<file path="config.mk">
export PLATFORM = sky130hd
export DESIGN_NAME = mcr_top
export DESIGN_NICKNAME = d
export VERILOG_FILES = /design/src/design/mcr_pkg.sv /design/src/design/mcr_gain_if.sv /design/src/design/mcr_gain_defer.sv /design/src/design/mcr_mix_decode.sv /design/src/design/mcr_top.sv
export SDC_FILE = /design/constraint.sdc
export NUM_CORES = 1
export LEC_CHECK = 0
export BUFFER_PORTS_ARGS = -buffer_cell sky130_fd_sc_hd__clkbuf_2
export CAP_MARGIN = 30
export CORE_AREA = 2 2 206 208
export DETAILED_ROUTE_END_ITERATION = 12
export DIE_AREA = 0 0 208 210
export GPL_TIMING_DRIVEN = 1
export PLACE_DENSITY = 0.47
export REMOVE_ABC_BUFFERS = 1
export SYNTH_ARGS = -nofsm -noshare
export SYNTH_HDL_FRONTEND = slang
export SYNTH_HIERARCHICAL = 1
export SYNTH_SLANG_ARGS = --single-unit
</file>
<file path="constraint.sdc">
create_clock -name hclk -period 6.6 [get_ports hclk]
set_clock_uncertainty 0.2 [all_clocks]
set_input_delay 1.32 -clock hclk [delete_from_list [all_inputs] [get_ports hclk]]
set_output_delay 1.32 -clock hclk [all_outputs]
set_load 0.02 [all_outputs]
</file>
<file path="src/design/mcr_pkg.sv">
package mcr_pkg;
  // ==========================================================================
  // Register map: printed offsets are word indices, byte address is 4 * index.
  localparam logic [5:0]  MIC_IDX        = 6'h07;
  localparam logic [5:0]  MISC_IDX       = 6'h08;
  localparam logic [5:0]  DAC1_REQ_IDX   = 6'h09;
  localparam logic [5:0]  DAC2_REQ_IDX   = 6'h0A;
  localparam logic [5:0]  STATUS_IDX     = 6'h0B;
  // ==========================================================================
  // Field layout and reset values.
  localparam int          GAIN_W         = 5;
  localparam int          L_MUTE_BIT     = 15;
  localparam int          L_GAIN_LSB     = 8;
  localparam int          R_MUTE_BIT     = 7;
  localparam int          R_GAIN_LSB     = 0;
  localparam int          GLOBAL_BIT     = 7;
  localparam int          MONO_OUT_BIT   = 6;
  localparam int          HP_MUTE_BIT    = 5;
  localparam int          HP_SWING_BIT   = 4;
  localparam int          SUM_MUTE_BIT   = 3;
  localparam int          FIRST_DAC_GAIN_TIMING_BIT      = 0;
  localparam logic [15:0] MIC_RST        = 16'h8888;
  localparam logic [15:0] MISC_RST       = 16'h8868;
  localparam logic [15:0] MIC_WMASK      = 16'h9F9F;
  localparam logic [15:0] MISC_WMASK     = 16'h9FFB;
  localparam logic [15:0] DAC_REQ_RST    = 16'h0808;
  // ==========================================================================
  // Timing: shortest edge of the 10 to 12 ms deferral window.
  localparam int          TIMEOUT_US     = 10000;
  localparam int          CLK_FREQ_MHZ   = 250;
  localparam int          TIMEOUT_CYC    = TIMEOUT_US * CLK_FREQ_MHZ;
  // ==========================================================================
  typedef enum logic [1:0] {
    BUS_IDLE   = 2'b00,
    BUS_WRITE  = 2'b01,
    BUS_RDWAIT = 2'b11,
    BUS_RDDATA = 2'b10
  } mcr_bus_t;

  typedef struct packed {
    logic              left_mic_mix_mute;
    logic [GAIN_W-1:0] left_mic_mix_gain;
    logic              right_mic_mix_mute;
    logic [GAIN_W-1:0] right_mic_mix_gain;
    logic              mono_in_mix_mute;
    logic [GAIN_W-1:0] mono_in_mix_gain;
    logic              global_mix_mute;
    logic              mono_out_mute;
    logic              headphone_mute;
    logic              headphone_swing_select;
    logic              summing_input_mute;
  } mcr_mix_t;
endpackage

</file>
<file path="src/design/mcr_gain_if.sv">
`timescale 1ns/1ps
interface mcr_gain_if;
  logic        req_valid;
  logic [15:0] req_gain;
  logic        immediate;
  logic        zero_cross;
  logic [15:0] applied;
  logic        pending;
  modport ctrl  (output req_valid, req_gain, immediate, zero_cross,
                 input  applied, pending);
  modport defer (input  req_valid, req_gain, immediate, zero_cross,
                 output applied, pending);
endinterface

</file>
<file path="src/design/mcr_gain_defer.sv">
`timescale 1ns/1ps
module mcr_gain_defer import mcr_pkg::*; #(
  parameter int          TIMEOUT_CYCLES = TIMEOUT_CYC,
  parameter logic [15:0] GAIN_RST       = DAC_REQ_RST
) (
  input  wire logic hclk,
  input  wire logic hresetn,
  mcr_gain_if.defer gif
);
  localparam int CNT_W = $clog2(TIMEOUT_CYCLES + 1);
  localparam logic [CNT_W-1:0] CNT_LAST = CNT_W'(TIMEOUT_CYCLES - 1);

  logic [15:0]      applied_r;
  logic [15:0]      held_r;
  logic             pending_r;
  logic [CNT_W-1:0] cnt_r;

  assign gif.applied = applied_r;
  assign gif.pending = pending_r;

  // A newer request replaces a held one and restarts the timeout.
  always_ff @(posedge hclk or negedge hresetn) begin
    if (!hresetn) begin
      applied_r <= GAIN_RST;
      held_r    <= GAIN_RST;
      pending_r <= 1'b0;
      cnt_r     <= '0;
    end else if (gif.req_valid) begin
      held_r    <= gif.req_gain;
      cnt_r     <= '0;
      pending_r <= !gif.immediate;
      if (gif.immediate) begin
        applied_r <= gif.req_gain;
      end
    end else if (pending_r) begin
      if (gif.immediate || gif.zero_cross || cnt_r == CNT_LAST) begin
        applied_r <= held_r;
        pending_r <= 1'b0;
      end else begin
        cnt_r <= cnt_r + 1'b1;
      end
    end
  end
endmodule

</file>
<file path="src/design/mcr_mix_decode.sv">
`timescale 1ns/1ps
module mcr_mix_decode import mcr_pkg::*; (
  input  wire logic [15:0] mic_word,
  input  wire logic [15:0] misc_word,
  output mcr_mix_t         mix
);
  logic global_w;

  assign global_w = misc_word[GLOBAL_BIT];

  always_comb begin
    mix.global_mix_mute        = global_w;
    mix.left_mic_mix_mute      = mic_word[L_MUTE_BIT] | global_w;
    mix.left_mic_mix_gain      = mic_word[L_GAIN_LSB +: GAIN_W];
    mix.right_mic_mix_mute     = mic_word[R_MUTE_BIT] | global_w;
    mix.right_mic_mix_gain     = mic_word[R_GAIN_LSB +: GAIN_W];
    mix.mono_in_mix_mute       = misc_word[L_MUTE_BIT] | global_w;
    mix.mono_in_mix_gain       = misc_word[L_GAIN_LSB +: GAIN_W];
    mix.mono_out_mute          = misc_word[MONO_OUT_BIT];
    mix.headphone_mute         = misc_word[HP_MUTE_BIT];
    mix.headphone_swing_select = misc_word[HP_SWING_BIT];
    mix.summing_input_mute     = misc_word[SUM_MUTE_BIT] | global_w;
  end
endmodule

</file>
<file path="src/design/mcr_top.sv">
// The AHB-Lite interface to the registers is this design's own decision.
`timescale 1ns/1ps
// What this block does
// - Microphone register bit 15 mutes the left mic mix path when set.
// - Microphone bits 12..8 hold left mic mix gain, -1.5 dB per step.
// - Microphone register bit 7 mutes the right mic mix path when set.
// - Microphone bits 4..0 hold right mic mix gain, same coding as left.
// - Microphone register resets to 0x8888: both muted, both at 0 dB.
// - Microphone register held at default under reset, power-down or disables.
// - Misc bit 15 mutes mono input mix; bits 12..8 hold its gain.
// - Misc register resets to 0x8868.
// - Whole misc register held at default under reset, power-down pin, or PDN bit.
// - Misc upper byte also held while mix or analog channel enable is low.
// - Misc bit 0 set applies first DAC gain at once, else deferred.
// - Misc bit 1 does the same for the second DAC gain.
// - Misc bit 3 mutes the summing inputs mix into the first DAC.
// - Misc bit 7 mutes every mix path, overriding individual mutes.
// - Misc bit 4 selects headphone swing: 0 for 2 Vpp, 1 for 4 Vpp.
// - Misc bit 5 mutes headphones, bit 6 mutes mono output.
// - Mono mix gain uses -1.5 dB steps from +12.0 dB down.
module mcr_top import mcr_pkg::*; #(
  parameter int ADDR_W         = 8,
  parameter int TIMEOUT_CYCLES = TIMEOUT_CYC
) (
  input  wire logic              hclk,
  input  wire logic              hresetn,
  input  wire logic              hsel,
  input  wire logic [31:0]       haddr,
  input  wire logic [1:0]        htrans,
  input  wire logic              hwrite,
  input  wire logic [2:0]        hsize,
  input  wire logic [31:0]       hwdata,
  input  wire logic              hready,
  output logic                   hreadyout,
  output logic                   hresp,
  output logic [31:0]            hrdata,
  input  wire logic              powerdown_pin_n,
  input  wire logic              global_conversion_powerdown,
  input  wire logic              analog_mix_enable,
  input  wire logic              analog_channels_enable,
  input  wire logic [1:0]        dac_zero_cross,
  output logic                   left_mic_mix_mute,
  output logic [GAIN_W-1:0]      left_mic_mix_gain,
  output logic                   right_mic_mix_mute,
  output logic [GAIN_W-1:0]      right_mic_mix_gain,
  output logic                   mono_in_mix_mute,
  output logic [GAIN_W-1:0]      mono_in_mix_gain,
  output logic                   global_mix_mute,
  output logic                   mono_out_mute,
  output logic                   headphone_mute,
  output logic                   headphone_swing_select,
  output logic                   summing_input_mute,
  output logic [15:0]            dac1_gain,
  output logic [15:0]            dac2_gain,
  output logic [1:0]             dac_gain_pending
);
  // ==========================================================================
  // Declarations.
  mcr_bus_t          state_r;
  mcr_bus_t          state_nxt;
  logic [5:0]        idx_r;
  logic              mapped_r;
  logic              accept_w;
  logic              hreadyout_r;
  logic [31:0]       hrdata_r;
  logic [31:0]       rd_nxt;
  logic              wr_en_w;
  logic [15:0]       wdata_w;
  logic [15:0]       mic_r;
  logic [15:0]       misc_r;
  logic              mic_hold_w;
  logic              misc_hold_w;
  logic              upper_hold_w;
  logic [15:0]       dac_req_r [2];
  logic [1:0]        dac_req_pulse_r;
  logic [1:0]        pending_w;
  logic [15:0]       applied_w [2];
  mcr_mix_t          mix_w;
  mcr_mix_t          mix_r;

  mcr_gain_if gif [2] ();

  // ==========================================================================
  // Bus slave. Writes finish with no wait state; reads insert one wait
  // state so that a write in the preceding data phase is always visible.
  assign accept_w = hsel && htrans[1] && hready;
  assign hreadyout = hreadyout_r;
  assign hresp     = 1'b0;
  assign hrdata    = hrdata_r;

  always_comb begin
    state_nxt = state_r;
    unique case (state_r)
      BUS_IDLE, BUS_WRITE, BUS_RDDATA: begin
        if (accept_w) begin
          state_nxt = hwrite ? BUS_WRITE : BUS_RDWAIT;
        end else begin
          state_nxt = BUS_IDLE;
        end
      end
      BUS_RDWAIT: begin
        state_nxt = BUS_RDDATA;
      end
    endcase
  end

  always_ff @(posedge hclk or negedge hresetn) begin
    if (!hresetn) begin
      state_r <= BUS_IDLE;
    end else begin
      state_r <= state_nxt;
    end
  end

  always_ff @(posedge hclk or negedge hresetn) begin
    if (!hresetn) begin
      idx_r    <= '0;
      mapped_r <= 1'b0;
    end else if (accept_w) begin
      idx_r    <= haddr[7:2];
      mapped_r <= (haddr[ADDR_W-1:0] == {haddr[7:2], 2'b00}) &&
                  (haddr[31:ADDR_W] == '0);
    end
  end

  always_ff @(posedge hclk or negedge hresetn) begin
    if (!hresetn) begin
      hreadyout_r <= 1'b1;
    end else begin
      hreadyout_r <= (state_nxt != BUS_RDWAIT);
    end
  end

  assign wr_en_w = (state_r == BUS_WRITE) && mapped_r;
  assign wdata_w = hwdata[15:0];

  // ==========================================================================
  // Read mux. Unmapped and reserved bits read as zero.
  always_comb begin
    rd_nxt = 32'h0000_0000;
    if (mapped_r) begin
      unique case (idx_r)
        MIC_IDX:      rd_nxt = {16'h0000, mic_r};
        MISC_IDX:     rd_nxt = {16'h0000, misc_r};
        DAC1_REQ_IDX: rd_nxt = {16'h0000, dac_req_r[0]};
        DAC2_REQ_IDX: rd_nxt = {16'h0000, dac_req_r[1]};
        STATUS_IDX:   rd_nxt = {30'h0000_0000, pending_w};
        default:      rd_nxt = 32'h0000_0000;
      endcase
    end
  end

  always_ff @(posedge hclk or negedge hresetn) begin
    if (!hresetn) begin
      hrdata_r <= 32'h0000_0000;
    end else if (state_r == BUS_RDWAIT) begin
      hrdata_r <= rd_nxt;
    end
  end

  // ==========================================================================
  // Hold conditions. The reset pin is hresetn itself; the others force
  // the fields back to default on every clock for as long as they last.
  assign misc_hold_w  = !powerdown_pin_n || global_conversion_powerdown;
  assign upper_hold_w = !analog_mix_enable || !analog_channels_enable;
  assign mic_hold_w   = misc_hold_w || upper_hold_w;

  // ==========================================================================
  // Microphone mix register. Reserved bits are masked so they always
  // read back as zero even if software breaks the write-zero convention.
  always_ff @(posedge hclk or negedge hresetn) begin
    if (!hresetn) begin
      mic_r <= MIC_RST;
    end else if (mic_hold_w) begin
      mic_r <= MIC_RST;
    end else if (wr_en_w && idx_r == MIC_IDX) begin
      mic_r <= wdata_w & MIC_WMASK;
    end
  end

  // ==========================================================================
  // Mono mix and miscellaneous register. The lower byte keeps working
  // while only the analog enables are low.
  always_ff @(posedge hclk or negedge hresetn) begin
    if (!hresetn) begin
      misc_r <= MISC_RST;
    end else if (misc_hold_w) begin
      misc_r <= MISC_RST;
    end else begin
      if (upper_hold_w) begin
        misc_r[15:8] <= MISC_RST[15:8];
      end else if (wr_en_w && idx_r == MISC_IDX) begin
        misc_r[15:8] <= wdata_w[15:8] & MISC_WMASK[15:8];
      end
      if (wr_en_w && idx_r == MISC_IDX) begin
        misc_r[7:0] <= wdata_w[7:0] & MISC_WMASK[7:0];
      end
    end
  end

  // ==========================================================================
  // DAC gain requests. Each write raises a one-cycle request toward the
  // deferral unit, which decides when the new gain reaches the DAC.
  for (genvar i = 0; i < 2; i++) begin : g_dac
    localparam logic [5:0] REQ_IDX = (i == 0) ? DAC1_REQ_IDX : DAC2_REQ_IDX;

    always_ff @(posedge hclk or negedge hresetn) begin
      if (!hresetn) begin
        dac_req_r[i]       <= DAC_REQ_RST;
        dac_req_pulse_r[i] <= 1'b0;
      end else begin
        dac_req_pulse_r[i] <= wr_en_w && idx_r == REQ_IDX;
        if (wr_en_w && idx_r == REQ_IDX) begin
          dac_req_r[i] <= wdata_w;
        end
      end
    end

    assign gif[i].req_valid  = dac_req_pulse_r[i];
    assign gif[i].req_gain   = dac_req_r[i];
    assign gif[i].immediate  = misc_r[FIRST_DAC_GAIN_TIMING_BIT + i];
    assign gif[i].zero_cross = dac_zero_cross[i];
    assign pending_w[i]      = gif[i].pending;
    assign applied_w[i]      = gif[i].applied;

    mcr_gain_defer #(
      .TIMEOUT_CYCLES (TIMEOUT_CYCLES),
      .GAIN_RST       (DAC_REQ_RST)
    ) u_defer (
      .hclk    (hclk),
      .hresetn (hresetn),
      .gif     (gif[i])
    );
  end

  // ==========================================================================
  // Mix field decode; outputs are registered so every mix pin leaves a flop.
  mcr_mix_decode u_decode (
    .mic_word  (mic_r),
    .misc_word (misc_r),
    .mix       (mix_w)
  );

  always_ff @(posedge hclk or negedge hresetn) begin
    if (!hresetn) begin
      mix_r <= '{left_mic_mix_mute:      MIC_RST[L_MUTE_BIT],
                 left_mic_mix_gain:      MIC_RST[L_GAIN_LSB +: GAIN_W],
                 right_mic_mix_mute:     MIC_RST[R_MUTE_BIT],
                 right_mic_mix_gain:     MIC_RST[R_GAIN_LSB +: GAIN_W],
                 mono_in_mix_mute:       MISC_RST[L_MUTE_BIT],
                 mono_in_mix_gain:       MISC_RST[L_GAIN_LSB +: GAIN_W],
                 global_mix_mute:        MISC_RST[GLOBAL_BIT],
                 mono_out_mute:          MISC_RST[MONO_OUT_BIT],
                 headphone_mute:         MISC_RST[HP_MUTE_BIT],
                 headphone_swing_select: MISC_RST[HP_SWING_BIT],
                 summing_input_mute:     MISC_RST[SUM_MUTE_BIT]};
    end else begin
      mix_r <= mix_w;
    end
  end

  assign left_mic_mix_mute      = mix_r.left_mic_mix_mute;
  assign left_mic_mix_gain      = mix_r.left_mic_mix_gain;
  assign right_mic_mix_mute     = mix_r.right_mic_mix_mute;
  assign right_mic_mix_gain     = mix_r.right_mic_mix_gain;
  assign mono_in_mix_mute       = mix_r.mono_in_mix_mute;
  assign mono_in_mix_gain       = mix_r.mono_in_mix_gain;
  assign global_mix_mute        = mix_r.global_mix_mute;
  assign mono_out_mute          = mix_r.mono_out_mute;
  assign headphone_mute         = mix_r.headphone_mute;
  assign headphone_swing_select = mix_r.headphone_swing_select;
  assign summing_input_mute     = mix_r.summing_input_mute;

  // Applied gains and pending flags come from flops inside the deferral units.
  assign dac1_gain        = applied_w[0];
  assign dac2_gain        = applied_w[1];
  assign dac_gain_pending = pending_w;
endmodule

</file>
==> metrics.md, run 1 <==
| Metric | Value |
|---|---|
| Status | `completed` |
| Mapped Area | `10200 um2` |
| Sum Neg Setup Slack | `0 ps` |
| Top cell type's share of synthesized area | `45.8%` |
| Final Cell Area | `12100 um2` |
| CTS Root Cell | `clkbuf_16` |
| Fin crit share | `44.8%` |
| DP HPWL | `20.1 mm` |
| Residual DRC | `0` |
| Fraction of power spent switching nets | `24.3%` |
| Worst path required time | `6850 ps` |
| Synthesis-stage register bit count | `218` |
| DR pass1 iterations | `4` |
| Peak fanout along the critical path | `16` |
| Most frequent cells in the layout | `dfrtp_1, clkbuf_2, mux2_2` |
| 1st-iter DRT viols | `360` |
| Core Region | `41500 um2` |
| CP peak stage delay | `750 ps` |
| Cell taking the most area after synthesis | `dfrtp_1` |
| Synth area leaders | `dfrtp_1, mux2_2, dfstp_2, buf_4, o221a_1` |
| WL/cell | `18.4 um` |
| Layout area overhead | `18.4%` |
| P per Cell Area | `254 nW/um2` |
| GRT Total Usage | `12.9%` |
| Post-synth EDFFs | `0` |
| Max_slew headroom | `42.3%` |
| Final Hold Viols | `0` |
| Drt total wl | `28.2 mm` |
| Synth Flop Type | `dfrtp_1` |
| Async SR Flop Fraction | `100%` |
| Maximum clock path buffer count | `3` |
| I/O Pins | `171` |
| Die area | `43700 um2` |
| Cts hold-fix bufs | `0` |
| Fin. max-slew vios | `0` |
| WS Path Type | `reg -> reg` |
| Drt via density | `4.63` |
| Rows | `75` |
| FF-to-FF path depth | `4` |
| Routed Antenna Nets | `0` |
| Synth unique cells | `62` |
| Slowest CP cell | `a211oi_4` |
| Clock transition at the registers of the reported paths | `60 ps` |
| Worst setup EP type | `flip-flop` |
| Final nets | `1054` |
| Ys Warns | `6` |
| RSZ-0062 raised after global routing | `no` |
| Via count | `7081` |
| CTS sink count | `218` |
| Total CTS buffers | `25` |
| I/O Buffers | `133` |
| Syn Area/Cell | `11.9 um2` |
| Min-Delay Path Class | `reg -> reg` |
| Flop pwr share | `46.1%` |
| Internal | `2.32 mW` |
| First-pass GRT wire length | `44.2 mm` |
| Final setup violation count | `0` |
| Commonest non-fill, non-tap cell in the layout | `dfrtp_1` |
| Share of cells above drive strength 1 | `37.7%` |
| Synthesized instance count | `858` |
| Worst skew pair latency | `530 ps` |
| Worst-path cell chain | `or4b_4, or4_4, a211oi_4, o221a_2` |
| Final Critical Period | `2960 ps` |
| Max Cap Violations | `0` |
| Final non-filler cell total | `1530` |
| Die X | `208 um` |
| Antenna cells | `0` |
| Tot Pwr | `3.07 mW` |
| Combinational share of power | `7.4%` |
| Sequential area share after synthesis | `53.8%` |
| DP Cell Count | `1484` |
| CP Data Arrival Time | `3210 ps` |
| Peak VDD IR | `0.101 mV` |
| Peak Freq | `338 MHz` |
| Initial antenna violation count | `1` |
| Chip Height | `210 um` |
| Leakage dissipation | `5.36 nW` |
| Largest net degree at the start of global routing | `98` |
| Total gr overflow | `0` |
| Initial Utilization | `24.6%` |
| Post-CTS setup buffers | `0` |
| TritonCTS clock tree | `yes` |
| Placed cell area | `11200 um2` |
| H-tree depth | `1` |
| Routability cong. | `0.808` |
| Hold path depth | `0` |
| Clock network fraction of design power | `46.5%` |
| Setup crit start kind | `flip-flop` |
| Vias in the first global route | `7077` |
| CTS resizes | `0` |
| Worst-Margin Slew | `865 ps` |
| Switch Pwr | `0.747 mW` |
sequential cells by signal, summed over array words and instances, names as in the netlist, 2 cells and up:
register and count:
mono_in_mix_gain 5, gif.req_gain 32, right_mic_mix_gain 5, g_dac.u_defer/cnt_r 44, state_r 2, left_mic_mix_gain 5
gif.req_valid 2, g_dac.u_defer/gif.applied 32, g_dac.u_defer/gif.pending 2, hrdata 16, mic_r 12, g_dac.u_defer/held_r 32
misc_r 13, idx_r 6
worst max-delay path: cells and delay by family, from the launching register on:
| family | cells | cell delay, ps |
|---|---|---|
| simple gates | 2 | 1150 |
| compound gates | 2 | 1090 |
| flops | 1 | 470 |
path summary, 6_finish.rpt:
check / start / end / slack [ps]
max: g_dac[1].u_defer/cnt_r[6] / g_dac[1].u_defer/gif.applied[14] / 3640
min: mic_r[3] / right_mic_mix_gain[3] / 170
max reg2reg: g_dac[1].u_defer/cnt_r[6] / g_dac[1].u_defer/gif.applied[14] / 3640
min reg2reg: mic_r[3] / right_mic_mix_gain[3] / 170
max in group asynchronous: hresetn / g_dac[0].u_defer/cnt_r[16] / 4280
min in group asynchronous: hresetn / g_dac[0].u_defer/gif.applied[15] / 580
cells in the mapped netlist (all sizes together) (8+ instances only):
cell,count
buf,50
nor4,16
nor3,14
a211oi,9
nor2,52
or4,8
a221o,9
inv,8
dfstp,31
a22o,9
o21ai,15
nand2b,11
dfrtp,187
nor2b,27
mux2,88
mux2i,26
clkbuf,22
nand3,21
a21oi,34
o221a,32
nand4,21
or2,45
nand2,39
power by group through the flow:
stage	sequential, mW	clock [mW]	combinational (mW)
after floorplan	1.46	0	0.0823
after global placement	1.44	0	0.230
after detailed placement	1.44	0	0.232
after CTS	1.42	1.47	0.233
after global routing	1.42	1.53	0.250
final	1.41	1.43	0.226
cells by family (layout without fill, tap and decap cells):
group	after synthesis	in the layout	synth area share [%]
AND/OR/NAND/NOR	295	295	16.9
flip-flops	218	218	53.8
AO/OA/AOI/OAI	138	138	10.9
multiplexers	116	116	12.7
buffers and inverters	80	197	4.79
XOR/XNOR	8	8	0.686
adder cells (fa/ha/maj)	2	2	0.245
other	1	17	0.0367
metrics by stage:
step	utilization, %	setup slack, ps	hold slack (ps)
final	29.2	3640	174
after global routing	29.2	3540	183
after CTS	29.2	3640	179
after detailed placement	27.1	3220	169
after global placement	27.1	3290	170
after floorplan	-	3730	160
per-layer routing:
metal / vias to the layer above / part of all wire (%) / global-route usage (%)
li1: 3341 / - / -
met1: 3581 / 48 / 18.5
met2: 126 / 47 / 20.3
met3: 31 / 3.9 / 2.26
met4: 2 / 1.6 / 2.54
met5: - / 0.046 / 0
final cells by class:
class	instances	area, um2
clock buffer	38	754
clock inverter	8	96.3
sequential	218	5490
tap	539	674
timing repair buffer	143	751
fill	4301	29400
inverter	8	30.0
multi-input combinational	576	4290
Power figures use the tool's default switching activity.
==> run 2: changes to the inputs <==
clock period = 2.85 ns   (was 6.6 ns; I/O delays follow)
==> metrics.md, run 2 (same netlist as run 1, synthesis figures left out) <==
| Metric | Value |
|---|---|
| Worst skew pair latency | `550 ps (was 530 ps)` |
| Initial Utilization | `24.6% (unchanged)` |
| WS Path Type | `reg -> reg (unchanged)` |
| Layout area overhead | `21.4% (was 18.4%)` |
| CTS sink count | `218 (unchanged)` |
| Total gr overflow | `0 (unchanged)` |
| Worst-Margin Slew | `835 ps (was 865 ps)` |
| First-pass GRT wire length | `45.7 mm (was 44.2 mm)` |
| CTS Root Cell | `clkbuf_16 (unchanged)` |
| Reg with most FFs | `g_dac.u_defer/cnt_r (unchanged)` |
| Via count | `7292 (was 7081)` |
| Drt via density | `4.68 (was 4.63)` |
| DP HPWL | `21.1 mm (was 20.1 mm)` |
| Routability cong. | `0.834 (was 0.808)` |
| Peak VDD IR | `0.355 mV (was 0.101 mV)` |
| Final setup violation count | `0 (unchanged)` |
| Worst setup EP type | `flip-flop (unchanged)` |
| Die X | `208 um (unchanged)` |
| Core Region | `41500 um2 (unchanged)` |
| Final Core Density | `29.9% (was 29.2%)` |
| Placed cell area | `11500 um2 (was 11200 um2)` |
| FF-to-FF path depth | `5 (was 4)` |
| RSZ-0062 raised after global routing | `no (unchanged)` |
| Reg2reg start | `g_dac[0].u_defer/cnt_r[6] (was g_dac[1].u_defer/cnt_r[6])` |
| Sum Neg Setup Slack | `0 ps (unchanged)` |
| Routed Antenna Nets | `0 (unchanged)` |
| CTS resizes | `0 (unchanged)` |
| Setup crit start kind | `flip-flop (unchanged)` |
| Final Critical Period | `2590 ps (was 2960 ps)` |
| Most frequent cells in the layout | `dfrtp_1, clkbuf_2, mux2_2 (unchanged)` |
| Drt total wl | `29.0 mm (was 28.2 mm)` |
| H-tree depth | `1 (unchanged)` |
| Fin crit share | `90.9% (was 44.8%)` |
| Maximum clock path buffer count | `3 (unchanged)` |
| Vias in the first global route | `7394 (was 7077)` |
| Min-Delay Path Class | `in -> reg (was reg -> reg)` |
| I/O Buffers | `133 (unchanged)` |
| Max FFs per register | `44 (unchanged)` |
| Hold path depth | `2 (was 0)` |
| Hold path endpoint | `state_r[1] (was right_mic_mix_gain[3])` |
| Initial antenna violation count | `2 (was 1)` |
| Peak fanout along the critical path | `16 (unchanged)` |
| Chip Height | `210 um (unchanged)` |
| Final nets | `1080 (was 1054)` |
| Rows | `75 (unchanged)` |
| DR pass1 iterations | `7 (was 4)` |
| Peak Freq | `386 MHz (was 338 MHz)` |
| Worst path required time | `3130 ps (was 6850 ps)` |
| Final Cell Area | `12400 um2 (was 12100 um2)` |
| Cts hold-fix bufs | `1 (was 0)` |
| Total CTS buffers | `26 (was 25)` |
| Max_slew headroom | `44.2% (was 42.3%)` |
| Largest net degree at the start of global routing | `69 (was 98)` |
| Commonest non-fill, non-tap cell in the layout | `dfrtp_1 (unchanged)` |
| P per Cell Area | `595 nW/um2 (was 254 nW/um2)` |
| Clock transition at the registers of the reported paths | `60 ps (about the same)` |
| TritonCTS clock tree | `yes (unchanged)` |
| Post-CTS setup buffers | `0 (unchanged)` |
| Leakage dissipation | `5.52 nW (was 5.36 nW)` |
| Final Hold Viols | `0 (unchanged)` |
| Share of cells above drive strength 1 | `39.7% (was 37.7%)` |
| R2R Setup Slk | `260 ps (was 3640 ps)` |
| WL/cell | `18.6 um (was 18.4 um)` |
| Residual DRC | `0 (unchanged)` |
| Max Cap Violations | `0 (unchanged)` |
| 1st-iter DRT viols | `379 (was 360)` |
| GRT Total Usage | `13.3% (was 12.9%)` |
| Hold path start | `hwrite (was mic_r[3])` |
| I/O Pins | `171 (unchanged)` |
| Status | `completed (unchanged)` |
| CP Data Arrival Time | `2870 ps (was 3210 ps)` |
| FF-to-FF End | `g_dac[0].u_defer/gif.applied[8] (was g_dac[1].u_defer/gif.applied[14])` |
| Die area | `43700 um2 (unchanged)` |
| Fin. max-slew vios | `0 (unchanged)` |
run 2: cell types whose count changed in the layout (fill, tap and decap cells not counted), sizes merged:
cell	change
clkinv	+4
dlygate4sd3	+1
diode	+1
clkinvlp	+3
inv	+1
buf	+24
bufinv	+2
clkbuf	-8
run 2: per-layer routing:
| layer | track usage [%] | part of all wire [%] | up-vias |
|---|---|---|---|
| met5 | 0 | 0.045 | - |
| met4 | 3.25 | 2.0 | 2 |
| met3 | 3.16 | 4.9 | 37 |
| met2 | 21.1 | 46 | 161 |
| met1 | 18.4 | 47 | 3696 |
| li1 | - | - | 3396 |
run 2: how the worst max path moves through the flow:
stage | slack, ps | start | cells after the start | to
floorplan | 120 | gif[0].req_valid | 4 | g_dac[0].u_defer/gif.applied[0]
global placement | 290 | g_dac[0].u_defer/cnt_r[14] | 5 | g_dac[0].u_defer/gif.applied[15]
detailed placement | 280 | g_dac[0].u_defer/cnt_r[6] | 5 | g_dac[0].u_defer/gif.applied[11]
CTS | 250 | g_dac[0].u_defer/cnt_r[6] | 5 | g_dac[0].u_defer/gif.applied[8]
global route | 180 | g_dac[0].u_defer/cnt_r[14] | 5 | g_dac[0].u_defer/gif.applied[12]
finish | 260 | g_dac[0].u_defer/cnt_r[6] | 5 | g_dac[0].u_defer/gif.applied[8]
run 2: layout make-up:
cell class / instances / area (um2)
well taps: 539 / 674
repair buffers: 168 / 991
fillers: 4330 / 29100
clock buffers: 30 / 696
multi-input cells: 576 / 4290
flip-flops and latches: 218 / 5490
clock inverters: 18 / 223
diodes: 1 / 2.50
inverters: 8 / 30.0
run 2: per-stage QoR:
step                      setup slack [ps]  instances  hold slack (ps)  total power, mW
after floorplan                        118        802             74.4             3.57
after CTS                              250       1557             18.9             7.50
final                                  258       1558             42.4             7.38
after detailed placement               281       1508              166             3.90
after global placement                 286       1508              169             3.89
after global routing                   176       1558             27.8             7.69
run 2: power by group:
group	total (mW)	internal [mW]	switching [mW]
logic	0.558	0.207	0.351
clock network	3.55	2.13	1.42
registers	3.27	3.18	0.0873
run 2: worst max-delay path, stage by stage (launching register included):
cell and delay [ps]:
dfrtp_1 450, or4b_4 590, or4_4 560, a211oi_4 240
buf_4 260, o221a_1 220
